==> config.mk <==
export PLATFORM = sky130hd
export DESIGN_NAME = erdma_ctrl
export DESIGN_NICKNAME = d
export VERILOG_FILES = /design/src/hdl/erdma_pkg.sv /design/src/hdl/erdma_sync.sv /design/src/hdl/erdma_step_ctr.sv /design/src/hdl/erdma_ctrl.sv
export SDC_FILE = /design/constraint.sdc
export NUM_CORES = 1
export LEC_CHECK = 0
export ABC_AREA = 1
export CORE_MARGIN = 4
export CORE_UTILIZATION = 40
export CTS_BUF_LIST = sky130_fd_sc_hd__clkbuf_16
export CTS_CLUSTER_SIZE = 10
export DETAILED_ROUTE_END_ITERATION = 12
export DONT_BUFFER_PORTS = 1
export HOLD_SLACK_MARGIN = 0.08
export PLACE_DENSITY = 0.57
export SYNTH_ARGS = -nofsm -noshare
export SYNTH_HDL_FRONTEND = slang
export SYNTH_SLANG_ARGS = --single-unit
==> constraint.sdc <==
create_clock -name sys_clk -period 6.1 [get_ports sys_clk]
set_clock_uncertainty 0.1 [all_clocks]
set_input_delay 0.915 -clock sys_clk [delete_from_list [all_inputs] [get_ports sys_clk]]
set_output_delay 0.915 -clock sys_clk [all_outputs]
set_load 0.02 [all_outputs]
==> src/hdl/erdma_pkg.sv <==
// erdma_pkg: register map, field positions, reset values and encodings
// of the expansion ram dma controller.
// assumes byte-wide registers decoded on a 16-bit host address bus.
package erdma_pkg;

	// register byte addresses on the host bus
	localparam logic [15:0] ERDMA_ADDR_STATUS   = 16'hdf00;
	localparam logic [15:0] ERDMA_ADDR_CMD      = 16'hdf01;
	localparam logic [15:0] ERDMA_ADDR_HOST_LO  = 16'hdf02;
	localparam logic [15:0] ERDMA_ADDR_HOST_HI  = 16'hdf03;
	localparam logic [15:0] ERDMA_ADDR_EXP_LO   = 16'hdf04;
	localparam logic [15:0] ERDMA_ADDR_EXP_HI   = 16'hdf05;
	localparam logic [15:0] ERDMA_ADDR_BANK     = 16'hdf06;
	localparam logic [15:0] ERDMA_ADDR_CNT_LO   = 16'hdf07;
	localparam logic [15:0] ERDMA_ADDR_CNT_HI   = 16'hdf08;
	localparam logic [15:0] ERDMA_ADDR_IMASK    = 16'hdf09;
	localparam logic [15:0] ERDMA_ADDR_STEP     = 16'hdf0a;
	localparam logic [15:0] ERDMA_ADDR_CFG_TRIG = 16'hff00;

	// command register fields
	localparam int ERDMA_CMD_EXEC_BIT   = 7;
	localparam int ERDMA_CMD_RELOAD_BIT = 5;
	localparam int ERDMA_CMD_NOTRIG_BIT = 4;
	localparam logic [7:0] ERDMA_CMD_WR_MASK = 8'hb3;

	// interrupt mask fields
	localparam int ERDMA_IM_ENABLE_BIT = 7;
	localparam int ERDMA_IM_EOB_BIT    = 6;
	localparam int ERDMA_IM_FAULT_BIT  = 5;
	localparam logic [7:0] ERDMA_IM_WR_MASK = 8'he0;

	// address step control fields
	localparam int ERDMA_STEP_HOLD_HOST_BIT = 7;
	localparam int ERDMA_STEP_HOLD_EXP_BIT  = 6;
	localparam logic [7:0] ERDMA_STEP_WR_MASK = 8'hc0;

	// status fields
	localparam int ERDMA_ST_PEND_BIT  = 7;
	localparam int ERDMA_ST_EOB_BIT   = 6;
	localparam int ERDMA_ST_FAULT_BIT = 5;
	localparam int ERDMA_ST_SIZE_BIT  = 4;

	// widths and reset values
	localparam int ERDMA_BANK_BITS = 3;
	localparam int ERDMA_EXP_BITS  = 16 + ERDMA_BANK_BITS;
	localparam logic [7:0] ERDMA_REG_RESET = 8'h00;

	// operation field of the command register
	typedef enum logic [1:0]
	{
		ERDMA_OP_TO_EXP   = 2'b00,
		ERDMA_OP_TO_HOST  = 2'b01,
		ERDMA_OP_SWAP     = 2'b10,
		ERDMA_OP_VERIFY   = 2'b11
	} erdma_op_t;

	// transfer sequencer states
	typedef enum logic [2:0]
	{
		ERDMA_ST_IDLE    = 3'b000,
		ERDMA_ST_ARMED   = 3'b001,
		ERDMA_ST_HOST_RD = 3'b010,
		ERDMA_ST_EXP_RD  = 3'b011,
		ERDMA_ST_EXP_WR  = 3'b100,
		ERDMA_ST_HOST_WR = 3'b101,
		ERDMA_ST_STEP    = 3'b110
	} erdma_state_t;

endpackage

==> src/hdl/erdma_sync.sv <==
// erdma_sync: two-flop synchroniser for levels from outside the clock domain.
// assumes the input is a slow level; no pulse is guaranteed to pass.
`timescale 1ns/10ps
`default_nettype none
module erdma_sync #(
	parameter int WIDTH = 1
) (
	input  wire logic             sys_clk,
	input  wire logic             rst,
	input  wire logic [WIDTH-1:0] async_in,
	output logic      [WIDTH-1:0] sync_out
);
	logic [WIDTH-1:0] meta_ff;
	logic [WIDTH-1:0] sync_ff;

	// first stage is read only by the second stage
	always_ff @(posedge sys_clk or posedge rst)
	begin
		if (rst)
		begin
			meta_ff <= '0;
			sync_ff <= '0;
		end
		else
		begin
			meta_ff <= async_in;
			sync_ff <= meta_ff;
		end
	end

	assign sync_out = sync_ff;
endmodule
`default_nettype wire

==> src/hdl/erdma_step_ctr.sv <==
// erdma_step_ctr: loadable up/down counter used for addresses and byte count.
// assumes load and step never need to act in the same cycle; load wins.
`timescale 1ns/10ps
`default_nettype none
module erdma_step_ctr #(
	parameter int WIDTH = 16
) (
	input  wire logic             sys_clk,
	input  wire logic             rst,
	input  wire logic             load,
	input  wire logic [WIDTH-1:0] load_val,
	input  wire logic             step,
	input  wire logic             down,
	output logic      [WIDTH-1:0] value
);
	logic [WIDTH-1:0] value_ff;
	logic [WIDTH-1:0] nxt_value;

	// wraps silently at both ends, as a plain byte pointer would
	assign nxt_value = load ? load_val :
	                   step ? (down ? value_ff - 1'b1 : value_ff + 1'b1) : value_ff;

	always_ff @(posedge sys_clk or posedge rst)
	begin
		if (rst)
			value_ff <= '0;
		else
			value_ff <= nxt_value;
	end

	assign value = value_ff;
endmodule
`default_nettype wire

==> src/hdl/erdma_ctrl.sv <==
// erdma_ctrl: expansion ram dma controller, register file and byte sequencer.
// assumes a single-cycle host register port and memories answering with a one-cycle ack.
// Function
// - command bit 7 starts the programmed transfer
// - auto-reload restores addresses and count after transfer
// - command bit 4 disables the ff00 trigger
// - bits 1-0 pick copy, reverse, swap, verify
// - host address from df02 low, df03 high
// - expansion address from df04 low, df05 high
// - bank bits 2-0 pick 64k expansion bank
// - byte count from df07 low, df08 high
// - mask bit 7 gates every interrupt
// - mask bit 6 interrupts on end of block
// - mask bit 5 interrupts on verify mismatch
// - step control bits 7,6 hold either address
// - status bit 7 shows interrupt pending
// - status bit 6 shows transfer complete
// - status bit 5 shows verify mismatch
// - status bit 4 size, bits 3-0 version
`timescale 1ns/10ps
`default_nettype none
module erdma_ctrl #(
	parameter logic [3:0] VERSION = 4'h1 // arbitrary version value
) (
	input  wire logic                           sys_clk,
	input  wire logic                           rst,
	input  wire logic [15:0]                    reg_addr,
	input  wire logic [7:0]                     reg_wdata,
	input  wire logic                           reg_wr,
	input  wire logic                           reg_rd,
	output logic      [7:0]                     reg_rdata,
	output logic                                host_mem_req,
	output logic                                host_mem_we,
	output logic      [15:0]                    host_mem_addr,
	output logic      [7:0]                     host_mem_wdata,
	input  wire logic [7:0]                     host_mem_rdata,
	input  wire logic                           host_mem_ack,
	output logic                                exp_mem_req,
	output logic                                exp_mem_we,
	output logic      [erdma_pkg::ERDMA_EXP_BITS-1:0] exp_mem_addr,
	output logic      [7:0]                     exp_mem_wdata,
	input  wire logic [7:0]                     exp_mem_rdata,
	input  wire logic                           exp_mem_ack,
	input  wire logic                           exp_size_pin,
	output logic                                busy,
	output logic                                irq
);
	import erdma_pkg::*;

	// true when the bus address hits the given register
	function automatic logic hit(input logic [15:0] a, input logic [15:0] off);
		hit = (a == off);
	endfunction

	erdma_state_t state_ff;
	erdma_state_t nxt_state;
	erdma_op_t    op_ff;
	logic [7:0] cmd_ff;
	logic [7:0] host_lo_ff;
	logic [7:0] host_hi_ff;
	logic [7:0] exp_lo_ff;
	logic [7:0] exp_hi_ff;
	logic [7:0] bank_ff;
	logic [7:0] cnt_lo_ff;
	logic [7:0] cnt_hi_ff;
	logic [7:0] imask_ff;
	logic [7:0] stepc_ff;
	logic       eob_ff;
	logic       fault_ff;
	logic       load_ff;
	logic [7:0] hold_a_ff;
	logic [7:0] hold_b_ff;
	logic [7:0] rdata_ff;

	// write strobes and the status read strobe
	wire wr_cmd    = reg_wr & hit(reg_addr, ERDMA_ADDR_CMD);
	wire wr_trig   = reg_wr & hit(reg_addr, ERDMA_ADDR_CFG_TRIG);
	wire wr_ptrs   = reg_wr & (hit(reg_addr, ERDMA_ADDR_HOST_LO) | hit(reg_addr, ERDMA_ADDR_HOST_HI) |
	                           hit(reg_addr, ERDMA_ADDR_EXP_LO)  | hit(reg_addr, ERDMA_ADDR_EXP_HI)  |
	                           hit(reg_addr, ERDMA_ADDR_BANK)    | hit(reg_addr, ERDMA_ADDR_CNT_LO)  |
	                           hit(reg_addr, ERDMA_ADDR_CNT_HI));
	wire rd_status = reg_rd & hit(reg_addr, ERDMA_ADDR_STATUS);

	// start decode: immediate when the ff00 trigger is disabled, else armed
	wire idle_st   = (state_ff == ERDMA_ST_IDLE);
	wire go_now    = idle_st & wr_cmd & reg_wdata[ERDMA_CMD_EXEC_BIT] & reg_wdata[ERDMA_CMD_NOTRIG_BIT];
	wire go_arm    = idle_st & wr_cmd & reg_wdata[ERDMA_CMD_EXEC_BIT] & ~reg_wdata[ERDMA_CMD_NOTRIG_BIT];
	wire go_trig   = (state_ff == ERDMA_ST_ARMED) & wr_trig;
	wire start     = go_now | go_trig;
	erdma_op_t start_op;
	assign start_op = go_now ? erdma_op_t'(reg_wdata[1:0]) : op_ff;

	// memory answers and byte compare
	wire host_done = host_mem_req & host_mem_ack;
	wire exp_done  = exp_mem_req & exp_mem_ack;
	wire step_st   = (state_ff == ERDMA_ST_STEP);
	wire mismatch  = (state_ff == ERDMA_ST_EXP_RD) & exp_done & (op_ff == ERDMA_OP_VERIFY) &
	                 (exp_mem_rdata != hold_a_ff);

	logic [15:0] cnt_val;
	logic [15:0] host_val;
	wire last_byte = step_st & (cnt_val == 16'h0001);
	wire finish    = last_byte | mismatch;
	wire reload    = finish & cmd_ff[ERDMA_CMD_RELOAD_BIT];

	// first access of each byte depends on direction
	function automatic erdma_state_t first_state(input erdma_op_t op);
		first_state = (op == ERDMA_OP_TO_HOST) ? ERDMA_ST_EXP_RD : ERDMA_ST_HOST_RD;
	endfunction

	// sequencer next state
	always_comb
	begin
		nxt_state = state_ff;
		case (state_ff)
			ERDMA_ST_IDLE:
				if (go_now)
					nxt_state = first_state(start_op);
				else if (go_arm)
					nxt_state = ERDMA_ST_ARMED;
			ERDMA_ST_ARMED:
				if (go_trig)
					nxt_state = first_state(op_ff);
			ERDMA_ST_HOST_RD:
				if (host_done)
					nxt_state = (op_ff == ERDMA_OP_TO_EXP) ? ERDMA_ST_EXP_WR : ERDMA_ST_EXP_RD;
			ERDMA_ST_EXP_RD:
				if (exp_done)
				begin
					case (op_ff)
						ERDMA_OP_TO_HOST: nxt_state = ERDMA_ST_HOST_WR;
						ERDMA_OP_SWAP:    nxt_state = ERDMA_ST_EXP_WR;
						default:          nxt_state = mismatch ? ERDMA_ST_IDLE : ERDMA_ST_STEP;
					endcase
				end
			ERDMA_ST_EXP_WR:
				if (exp_done)
					nxt_state = (op_ff == ERDMA_OP_SWAP) ? ERDMA_ST_HOST_WR : ERDMA_ST_STEP;
			ERDMA_ST_HOST_WR:
				if (host_done)
					nxt_state = ERDMA_ST_STEP;
			ERDMA_ST_STEP:
				nxt_state = last_byte ? ERDMA_ST_IDLE : first_state(op_ff);
			default:
				nxt_state = ERDMA_ST_IDLE;
		endcase
	end

	always_ff @(posedge sys_clk or posedge rst)
	begin
		if (rst)
		begin
			state_ff <= ERDMA_ST_IDLE;
			op_ff    <= ERDMA_OP_TO_EXP;
		end
		else
		begin
			state_ff <= nxt_state;
			if (go_now | go_arm)
				op_ff <= erdma_op_t'(reg_wdata[1:0]);
		end
	end

	// programmed values; reserved command bits are dropped on write
	always_ff @(posedge sys_clk or posedge rst)
	begin
		if (rst)
		begin
			cmd_ff     <= ERDMA_REG_RESET;
			host_lo_ff <= ERDMA_REG_RESET;
			host_hi_ff <= ERDMA_REG_RESET;
			exp_lo_ff  <= ERDMA_REG_RESET;
			exp_hi_ff  <= ERDMA_REG_RESET;
			bank_ff    <= ERDMA_REG_RESET;
			cnt_lo_ff  <= ERDMA_REG_RESET;
			cnt_hi_ff  <= ERDMA_REG_RESET;
			imask_ff   <= ERDMA_REG_RESET;
			stepc_ff   <= ERDMA_REG_RESET;
		end
		else
		begin
			if (wr_cmd & idle_st)
				cmd_ff <= reg_wdata & ERDMA_CMD_WR_MASK;
			else if (finish)
				cmd_ff[ERDMA_CMD_EXEC_BIT] <= 1'b0;
			if (reg_wr & hit(reg_addr, ERDMA_ADDR_HOST_LO)) host_lo_ff <= reg_wdata;
			if (reg_wr & hit(reg_addr, ERDMA_ADDR_HOST_HI)) host_hi_ff <= reg_wdata;
			if (reg_wr & hit(reg_addr, ERDMA_ADDR_EXP_LO))  exp_lo_ff  <= reg_wdata;
			if (reg_wr & hit(reg_addr, ERDMA_ADDR_EXP_HI))  exp_hi_ff  <= reg_wdata;
			if (reg_wr & hit(reg_addr, ERDMA_ADDR_BANK))    bank_ff    <= {5'h00, reg_wdata[2:0]};
			if (reg_wr & hit(reg_addr, ERDMA_ADDR_CNT_LO))  cnt_lo_ff  <= reg_wdata;
			if (reg_wr & hit(reg_addr, ERDMA_ADDR_CNT_HI))  cnt_hi_ff  <= reg_wdata;
			if (reg_wr & hit(reg_addr, ERDMA_ADDR_IMASK))   imask_ff   <= reg_wdata & ERDMA_IM_WR_MASK;
			if (reg_wr & hit(reg_addr, ERDMA_ADDR_STEP))    stepc_ff   <= reg_wdata & ERDMA_STEP_WR_MASK;
		end
	end

	// live counters reload one cycle after a pointer write while idle, or after auto-reload;
	// pointer writes during a transfer only change the programmed copy
	always_ff @(posedge sys_clk or posedge rst)
	begin
		if (rst)
			load_ff <= 1'b0;
		else
			load_ff <= (wr_ptrs & idle_st) | reload;
	end

	wire hold_host = stepc_ff[ERDMA_STEP_HOLD_HOST_BIT];
	wire hold_exp  = stepc_ff[ERDMA_STEP_HOLD_EXP_BIT];

	erdma_step_ctr #(.WIDTH(16)) u_host_ctr (
		.sys_clk  (sys_clk),
		.rst      (rst),
		.load     (load_ff),
		.load_val ({host_hi_ff, host_lo_ff}),
		.step     (step_st & ~last_byte & ~hold_host),
		.down     (1'b0),
		.value    (host_val)
	);

	erdma_step_ctr #(.WIDTH(ERDMA_EXP_BITS)) u_exp_ctr (
		.sys_clk  (sys_clk),
		.rst      (rst),
		.load     (load_ff),
		.load_val ({bank_ff[ERDMA_BANK_BITS-1:0], exp_hi_ff, exp_lo_ff}),
		.step     (step_st & ~last_byte & ~hold_exp),
		.down     (1'b0),
		.value    (exp_mem_addr)
	);

	// a count of zero runs 65536 bytes since it wraps before reaching one
	erdma_step_ctr #(.WIDTH(16)) u_cnt_ctr (
		.sys_clk  (sys_clk),
		.rst      (rst),
		.load     (load_ff),
		.load_val ({cnt_hi_ff, cnt_lo_ff}),
		.step     (step_st & ~last_byte),
		.down     (1'b1),
		.value    (cnt_val)
	);

	// byte holding registers: a is the host byte, b the expansion byte
	always_ff @(posedge sys_clk or posedge rst)
	begin
		if (rst)
		begin
			hold_a_ff <= 8'h00;
			hold_b_ff <= 8'h00;
		end
		else
		begin
			if ((state_ff == ERDMA_ST_HOST_RD) & host_done)
				hold_a_ff <= host_mem_rdata;
			if ((state_ff == ERDMA_ST_EXP_RD) & exp_done)
				hold_b_ff <= exp_mem_rdata;
		end
	end

	// memory strobes
	assign host_mem_req   = (state_ff == ERDMA_ST_HOST_RD) | (state_ff == ERDMA_ST_HOST_WR);
	assign host_mem_we    = (state_ff == ERDMA_ST_HOST_WR);
	assign host_mem_addr  = host_val;
	assign host_mem_wdata = hold_b_ff;
	assign exp_mem_req    = (state_ff == ERDMA_ST_EXP_RD) | (state_ff == ERDMA_ST_EXP_WR);
	assign exp_mem_we     = (state_ff == ERDMA_ST_EXP_WR);
	assign exp_mem_wdata  = hold_a_ff;
	assign busy           = ~idle_st;

	// event flags; a status read clears them but a new event in that cycle wins
	always_ff @(posedge sys_clk or posedge rst)
	begin
		if (rst)
		begin
			eob_ff   <= 1'b0;
			fault_ff <= 1'b0;
		end
		else
		begin
			eob_ff   <= finish | (eob_ff & ~rd_status);
			fault_ff <= mismatch | (fault_ff & ~rd_status);
		end
	end

	// interrupt request and pending bit share one term
	wire pending = imask_ff[ERDMA_IM_ENABLE_BIT] &
	               ((eob_ff & imask_ff[ERDMA_IM_EOB_BIT]) | (fault_ff & imask_ff[ERDMA_IM_FAULT_BIT]));
	assign irq = pending;

	logic size_512k;
	erdma_sync #(.WIDTH(1)) u_size_sync (
		.sys_clk  (sys_clk),
		.rst      (rst),
		.async_in (exp_size_pin),
		.sync_out (size_512k)
	);

	// read mux; unmapped addresses answer zero
	wire [7:0] status_word = {pending, eob_ff, fault_ff, size_512k, VERSION};
	logic [7:0] rd_mux;
	always_comb
	begin
		case (reg_addr)
			ERDMA_ADDR_STATUS:  rd_mux = status_word;
			ERDMA_ADDR_CMD:     rd_mux = cmd_ff;
			ERDMA_ADDR_HOST_LO: rd_mux = host_val[7:0];
			ERDMA_ADDR_HOST_HI: rd_mux = host_val[15:8];
			ERDMA_ADDR_EXP_LO:  rd_mux = exp_mem_addr[7:0];
			ERDMA_ADDR_EXP_HI:  rd_mux = exp_mem_addr[15:8];
			ERDMA_ADDR_BANK:    rd_mux = {5'h00, exp_mem_addr[ERDMA_EXP_BITS-1:16]};
			ERDMA_ADDR_CNT_LO:  rd_mux = cnt_val[7:0];
			ERDMA_ADDR_CNT_HI:  rd_mux = cnt_val[15:8];
			ERDMA_ADDR_IMASK:   rd_mux = imask_ff;
			ERDMA_ADDR_STEP:    rd_mux = stepc_ff;
			default:            rd_mux = 8'h00;
		endcase
	end

	always_ff @(posedge sys_clk or posedge rst)
	begin
		if (rst)
			rdata_ff <= 8'h00;
		else if (reg_rd)
			rdata_ff <= rd_mux;
	end
	assign reg_rdata = rdata_ff;
endmodule
`default_nettype wire

# Word level (Yosys, flattened, before mapping)
# Cells that the tools add are included.
word_totals:
  regBits: 146
  latchBits: 0
  mem_bits_rw: 0
  romBits: 0
  in_bits: 47
  elab_cells: 144
  mem_count: 0
classes:
  addsub: 3
  mul: 0
  div_mod_pow: 0
  magnitude_cmp: 0
  eq_ne: 30
  shift: 0
  muxes: 25
  n_bitwise: 55
  reduce_logical: 7
ops:
  columns: ["cell", "n"]
  rows:
  - ["16-bit equality test, second input constant", 12]
  - ["8-bit case mux with 11 select lines", 1]
  - ["16-bit 2-to-1 mux", 4]
  - ["19-bit 2-to-1 mux", 2]
  - ["1-bit AND", 35]
  - ["3-bit 2-to-1 mux", 9]
  - ["3-bit case mux with 7 select lines", 1]
  - ["19-bit by 1-bit adder with 19-bit output, second input constant", 1]
  - ["16-bit by 1-bit adder with 16-bit output, second input constant", 1]
  - ["16-bit by 1-bit equality test with 1-bit output, second input constant", 1]
  - ["16-bit by 1-bit subtractor with 16-bit output, second input constant", 1]
  - ["1-bit OR", 14]
  - ["3-bit equality test, second input constant", 3]
  - ["8-bit inequality test", 1]
  - ["2-bit nonzero test", 4]
  - ["3-bit by 2-bit equality test with 1-bit output, second input constant", 2]
  - ["2-bit 2-to-1 mux", 3]
  - ["2-bit inequality test, second input constant", 3]
  - ["1-bit NOT", 6]
  - ["3-bit case mux with 2 select lines", 1]
  - ["6-bit AND reduction", 1]
  - ["2-bit by 1-bit equality test with 1-bit output, second input constant", 2]
  - ["2-bit equality test, second input constant", 2]
  - ["1-bit 2-to-1 mux", 4]
  - ["other kinds (5)", 6]

# Logic depth before layout (Yosys ltp)
logic_depth:
  word_depth: 10
  mapped_depth: 13

# By module
# From an unflattened synthesis, not the netlist that was laid out.
unflattened:
  hier_cells: 1372
  hier_area_um2: 10038.4
modules_own_cells:
  columns: ["mod", "n_inst", "cells_per_inst", "area_each_um2", "seq_area_each_um2"]
  rows:
  - ["erdma_ctrl", 1, 603, 4973.5, 2327.2]
  - ["erdma_step_ctr (u_exp_ctr)", 1, 270, 1809.2, 475.5]
  - ["erdma_step_ctr (u_cnt_ctr)", 1, 246, 1625.3, 400.4]
  - ["erdma_step_ctr (u_host_ctr)", 1, 250, 1576.5, 400.4]
  - ["erdma_sync", 1, 3, 53.8, 50.0]

# Least setup slack after synthesis
# OpenSTA, ideal clock, no wires.
synth_timing:
  kind: "in2reg"
  start: "input port reg_addr[7]"
  end: "register state_ff[0]"
  t_arrival_ns: 1.960
  required_time_ns: 5.880
  path_slack_ns: 3.919
  path_stages: 12
  n_path_buf: 2
  path_cell_list: "nor2_1 -> nand2_1 -> buf_6 -> nor2_8 -> nand3_4 -> buf_6 -> nor2_4 -> nand3_1 -> nand2_1 -> nand2_1 -> nand2_1 -> nand2_1"
synth_via:
  elab_chain_cells: 10
  elab_cells_between_ends: 17
  classes_between: "eq/ne (5); mux (4); bitwise (7); reduce/logical (1)"
synth_lines:
  columns: ["element", "line", "rtl"]
  rows:
  - ["start, declared", "erdma_ctrl.sv:27", "input wire logic [15:0] reg_addr,"]
  - ["16-bit equality test", "erdma_ctrl.sv:52", "hit = (a == off);"]
  - ["1-bit AND", "erdma_ctrl.sv:76", "wire wr_cmd = reg_wr & hit(reg_addr, ERDMA_ADDR_CMD);"]
  - ["1-bit AND (2 in series)", "erdma_ctrl.sv:86, erdma_ctrl.sv:87", null]
  - ["1-bit AND", "erdma_ctrl.sv:86", "wire go_now = idle_st & wr_cmd & reg_wdata[ERDMA_CMD_EXEC_BIT] & reg_wdata[ERDMA_CMD_NOTRIG_BIT];"]
  - ["2-bit 2-to-1 mux", "erdma_ctrl.sv:91", "assign start_op = go_now ? erdma_op_t'(reg_wdata[1:0]) : op_ff;"]
  - ["2-bit by 1-bit equality test with 1-bit output", "erdma_ctrl.sv:108", "first_state = (op == ERDMA_OP_TO_HOST) ? ERDMA_ST_EXP_RD : ERDMA_ST_HOST_RD;"]
  - ["1-bit 2-to-1 mux", "erdma_ctrl.sv:108", null]
  - ["3-bit 2-to-1 mux", "erdma_ctrl.sv:117", "if (go_now)"]
  - ["3-bit case mux with 7 select lines", "erdma_ctrl.sv:115", "case (state_ff)"]
  - ["end signal, assigned", "erdma_ctrl.sv:158", "state_ff <= nxt_state;"]
  - ["end, declared", "erdma_ctrl.sv:55", "erdma_state_t state_ff;"]
# Several ways; a longest one is shown, not always the timed one.
# A chain may end at the register's enable or synchronous reset.

# Worst setup path after layout
layout_timing:
  start: "register state_ff[0]"
  end: "output port host_mem_req"
layout_via:
  elab_chain_cells: 2
  elab_cells_between_ends: 3
  classes_between: "eq/ne (2); bitwise (1)"
layout_lines:
  columns: ["element", "line", "rtl"]
  rows:
  - ["3-bit by 2-bit equality test with 1-bit output / 3-bit equality test (equally long branches)", "erdma_ctrl.sv:260", "assign host_mem_req = (state_ff == ERDMA_ST_HOST_RD) | (state_ff == ERDMA_ST_HOST_WR);"]
  - ["1-bit OR (*)", "erdma_ctrl.sv:260", null]
  - ["end, declared", "erdma_ctrl.sv:32", "output logic host_mem_req,"]
# Mark *: on every way between the ends. The rest lies on a longest branch, timed or not.

==> flow_metrics.py <==
metrics = {
    "status": {
        "outcome": "finished clean",
    },
    "sta": {
        "rsz0062_at_grt": "false",
        "hold_viol": 0,
        "period_share": 0.4286,
        "fin_crit_ns": 2.614,
        "drv_slew": 0,
        "tightestPinTransition_ns": 0.9047,
        "setup_viol": 0,
        "max_slew_margin": 0.3954,
        "fmax_mhz": 382.5,
        "setup_tns_ns": 0,
    },
    "cells_and_area": {
        "syn_to_final_growth_pct": 8.828,
        "final_nets": 1125,
        "layout-drive-gt1-share": 0.09326,
        "final_core_util": 0.4461,
        "diodes": 0,
        "stdcell_count": 1353,
    },
    "clocking": {
        "cts-hold-fix-buffers": 0,
        "clk_latency_ns": 0.42,
        "tritoncts": "built",
        "cts_root_buf": "clkbuf_16",
        "cts_buffers": 17,
        "htreeDepth": 4,
        "cts_sinks": 146,
        "cts_resized": 0,
        "path_clk_slew_ns": 0.06,
        "cts_setup_buffers": 0,
        "clockBufferDepth": 2,
    },
    "yosys": {
        "yosys.area.top_type_share": 0.4376,
        "synth_top_area_cell": "dfrtp_1",
        "syn_area_per_cell_um2": 7.737,
        "yosysMostFrequentCell": "nand2_1",
        "synth_cell_types": 46,
        "synth_seq_area_share": 0.4376,
        "synth_common_cells": "nand2_1, dfrtp_1, nor2_1",
        "synth_fp_nets": 1134,
        "synth-edff-count": 0,
        "async_flop_share": 1.000,
        "ys.flop_type": "dfrtp_1",
        "ys_ff_latch": 146,
        "yosys_warnings": 0,
        "netlist_area_um2": 8348,
        "synthTopCellsByArea": "dfrtp_1, nand2_1, nand3_1, nor2_1, inv_1",
        "syn_inst": 1079,
    },
    "power_and_ir_drop": {
        "p_int_w": 0.001922,
        "p_clk_frac": 0.343,
        "leakage_nw": 4.155,
        "switching_power_w": 0.001068,
        "peakVddDrop_mv": 0.2028,
        "cellPowerDensity_nw_per_um2": 329.1,
        "p_comb_frac": 0.215,
        "switching_share": 0.3573,
        "pwr-share-seq": 0.443,
    },
    "worst_setup_path": {
        "critPathMaxFanout": 5,
        "worstPathRequired_ns": 5.08,
        "crit_path_start_kind": "flop",
        "critical_path_class": "flop to output pin",
        "cp.arrival_ns": 1.60,
        "worstSetupEndpointType": "output pin",
    },
    "grt": {
        "grt_pass1_wl_um": 39580,
        "grt_overflow": 0,
        "antenna_found_initial": 0,
        "grt_max_degree": 93,
        "grt_pass1_vias": 6891,
        "grtUsageTotal": 0.2145,
    },
    "placement": {
        "dp_cells": 1321,
        "port_buffers": 0,
        "place.gp.congestion": 0.9038,
        "dp_hpwl_um": 17830,
    },
    "floorplanning": {
        "die_area_um2": 23250,
        "core_um2": 20360,
        "rows": 52,
        "die_h_um": 152.5,
        "die_w_um": 152.5,
        "ioPinCount": 112,
        "initial_utilization": 0.4099,
    },
    "routing": {
        "post-route-drc-count": 0,
        "viasPerCell": 5.326,
        "drtIter0Drc": 588,
        "avgRoutedWirePerCell_um": 18.42,
        "num_vias": 7206,
        "drtPass1Iterations": 5,
        "wirelength_um": 24920,
        "drtAntennaViolNets": 0,
    },
    "worst_hold_path": {
        "hold_class": "flop to flop",
    },
    "flow_run": {
        "drv_cap": 0,
    },
}
## registers in the layout (all words and copies together), names as in the netlist, 8 cells and up
name	count
u_host_ctr.value	16
u_exp_ctr.value	19
u_cnt_ctr.value	16
cnt_hi_ff	8
host_lo_ff	8
exp_hi_ff	8
exp_mem_wdata	8
host_mem_wdata	8
exp_lo_ff	8
host_hi_ff	8
cnt_lo_ff	8
reg_rdata	8
## critical path: stages (launching register included)
cell and delay, ns:
dfrtp_1 0.42, inv_1 0.11, nand2_1 0.13, nor2_1 0.24
inv_1 0.09, nand2_1 0.20
## final cells by class
| cell class | count | area, um^2 |
|---|---|---|
| inverter | 102 | 387.9 |
| sequential | 146 | 3654 |
| timing repair buffer | 3 | 22.52 |
| clock inverter | 15 | 141.4 |
| tap | 270 | 337.8 |
| fill | 2073 | 11280 |
| multi-input combinational | 800 | 4116 |
| clock buffer | 17 | 425.4 |
## cell families (layout without fill, tap and decap cells)
logic type / count (synthesis) / in the layout / share of synthesized area
flip-flops: 146 / 146 / 0.4376
AO/OA/AOI/OAI: 165 / 165 / 0.1154
buffers and inverters: 133 / 137 / 0.06924
XOR/XNOR: 21 / 21 / 0.02203
AND/OR/NAND/NOR: 589 / 589 / 0.3209
adder cells (fa/ha/maj): 8 / 8 / 0.01199
multiplexers: 17 / 17 / 0.02278
## cell usage in the layout, fill, tap and decap left out, drive strengths merged, types with 13 or more instances in the layout
cell type  instances
nand2            314
dfrtp            146
nor2             122
nand3            109
o21ai            107
inv              102
o211ai            21
nand4             19
clkbuf            17
mux2              16
nor3              15
xnor2             13
## layer usage
metal | wire, um | part of all wire | vias to the layer above | global-route usage
met5 | 0 | 0 | - | 0
met2 | 11490 | 0.46 | 204 | 0.3357
met4 | 530 | 0.021 | 0 | 0.06364
li1 | - | - | 3533 | -
met1 | 11490 | 0.46 | 3432 | 0.2997
met3 | 1415 | 0.057 | 37 | 0.04828
## path summary, 6_finish.rpt
path	startpoint	end	slack [ns]	cells after the start
worst max register to register	u_exp_ctr.value[0]$_DFFE_PP0P_	u_exp_ctr.value[12]$_DFFE_PP0P_	3.69	9
worst min-delay path	u_size_sync.meta_ff$_DFF_PP0_	u_size_sync.sync_out$_DFF_PP0_	0.25	0
worst min register to register	u_size_sync.meta_ff$_DFF_PP0_	u_size_sync.sync_out$_DFF_PP0_	0.25	0
min in group asynchronous	rst	cnt_lo_ff[0]$_DFFE_PP0P_	0.41	1
max in group asynchronous	rst	u_cnt_ctr.value[14]$_DFFE_PP0P_	4.24	2
worst max-delay path	state_ff[0]$_DFFE_PP0P_	host_mem_req	3.49	5
## power by group through the flow
stage / sequential [W] / combinational [W] / clock (W)
2_1_floorplan: 0.00129 / 0.000531 / 0
3_3_place_gp: 0.00134 / 0.000635 / 0
3_5_place_dp: 0.00134 / 0.000643 / 0
4_1_cts: 0.00132 / 0.000647 / 0.00104
5_1_grt: 0.00135 / 0.000730 / 0.00109
6_report: 0.00132 / 0.000641 / 0.00102
## metrics by stage
step                      cell area, um^2  total power (W)  setup WS, ns  hold WS [ns]
after floorplan                      8348         0.001816         1.162        0.2312
after global placement               8518         0.001977         3.218        0.2349
after detailed placement             8518         0.001985         3.152        0.2418
after CTS                            9085         0.003015         3.475        0.2564
after global routing                 9085         0.003163         3.324        0.2838
final                                9085         0.002990         3.486        0.2503
Note: power is estimated with default switching activity, not from simulation.
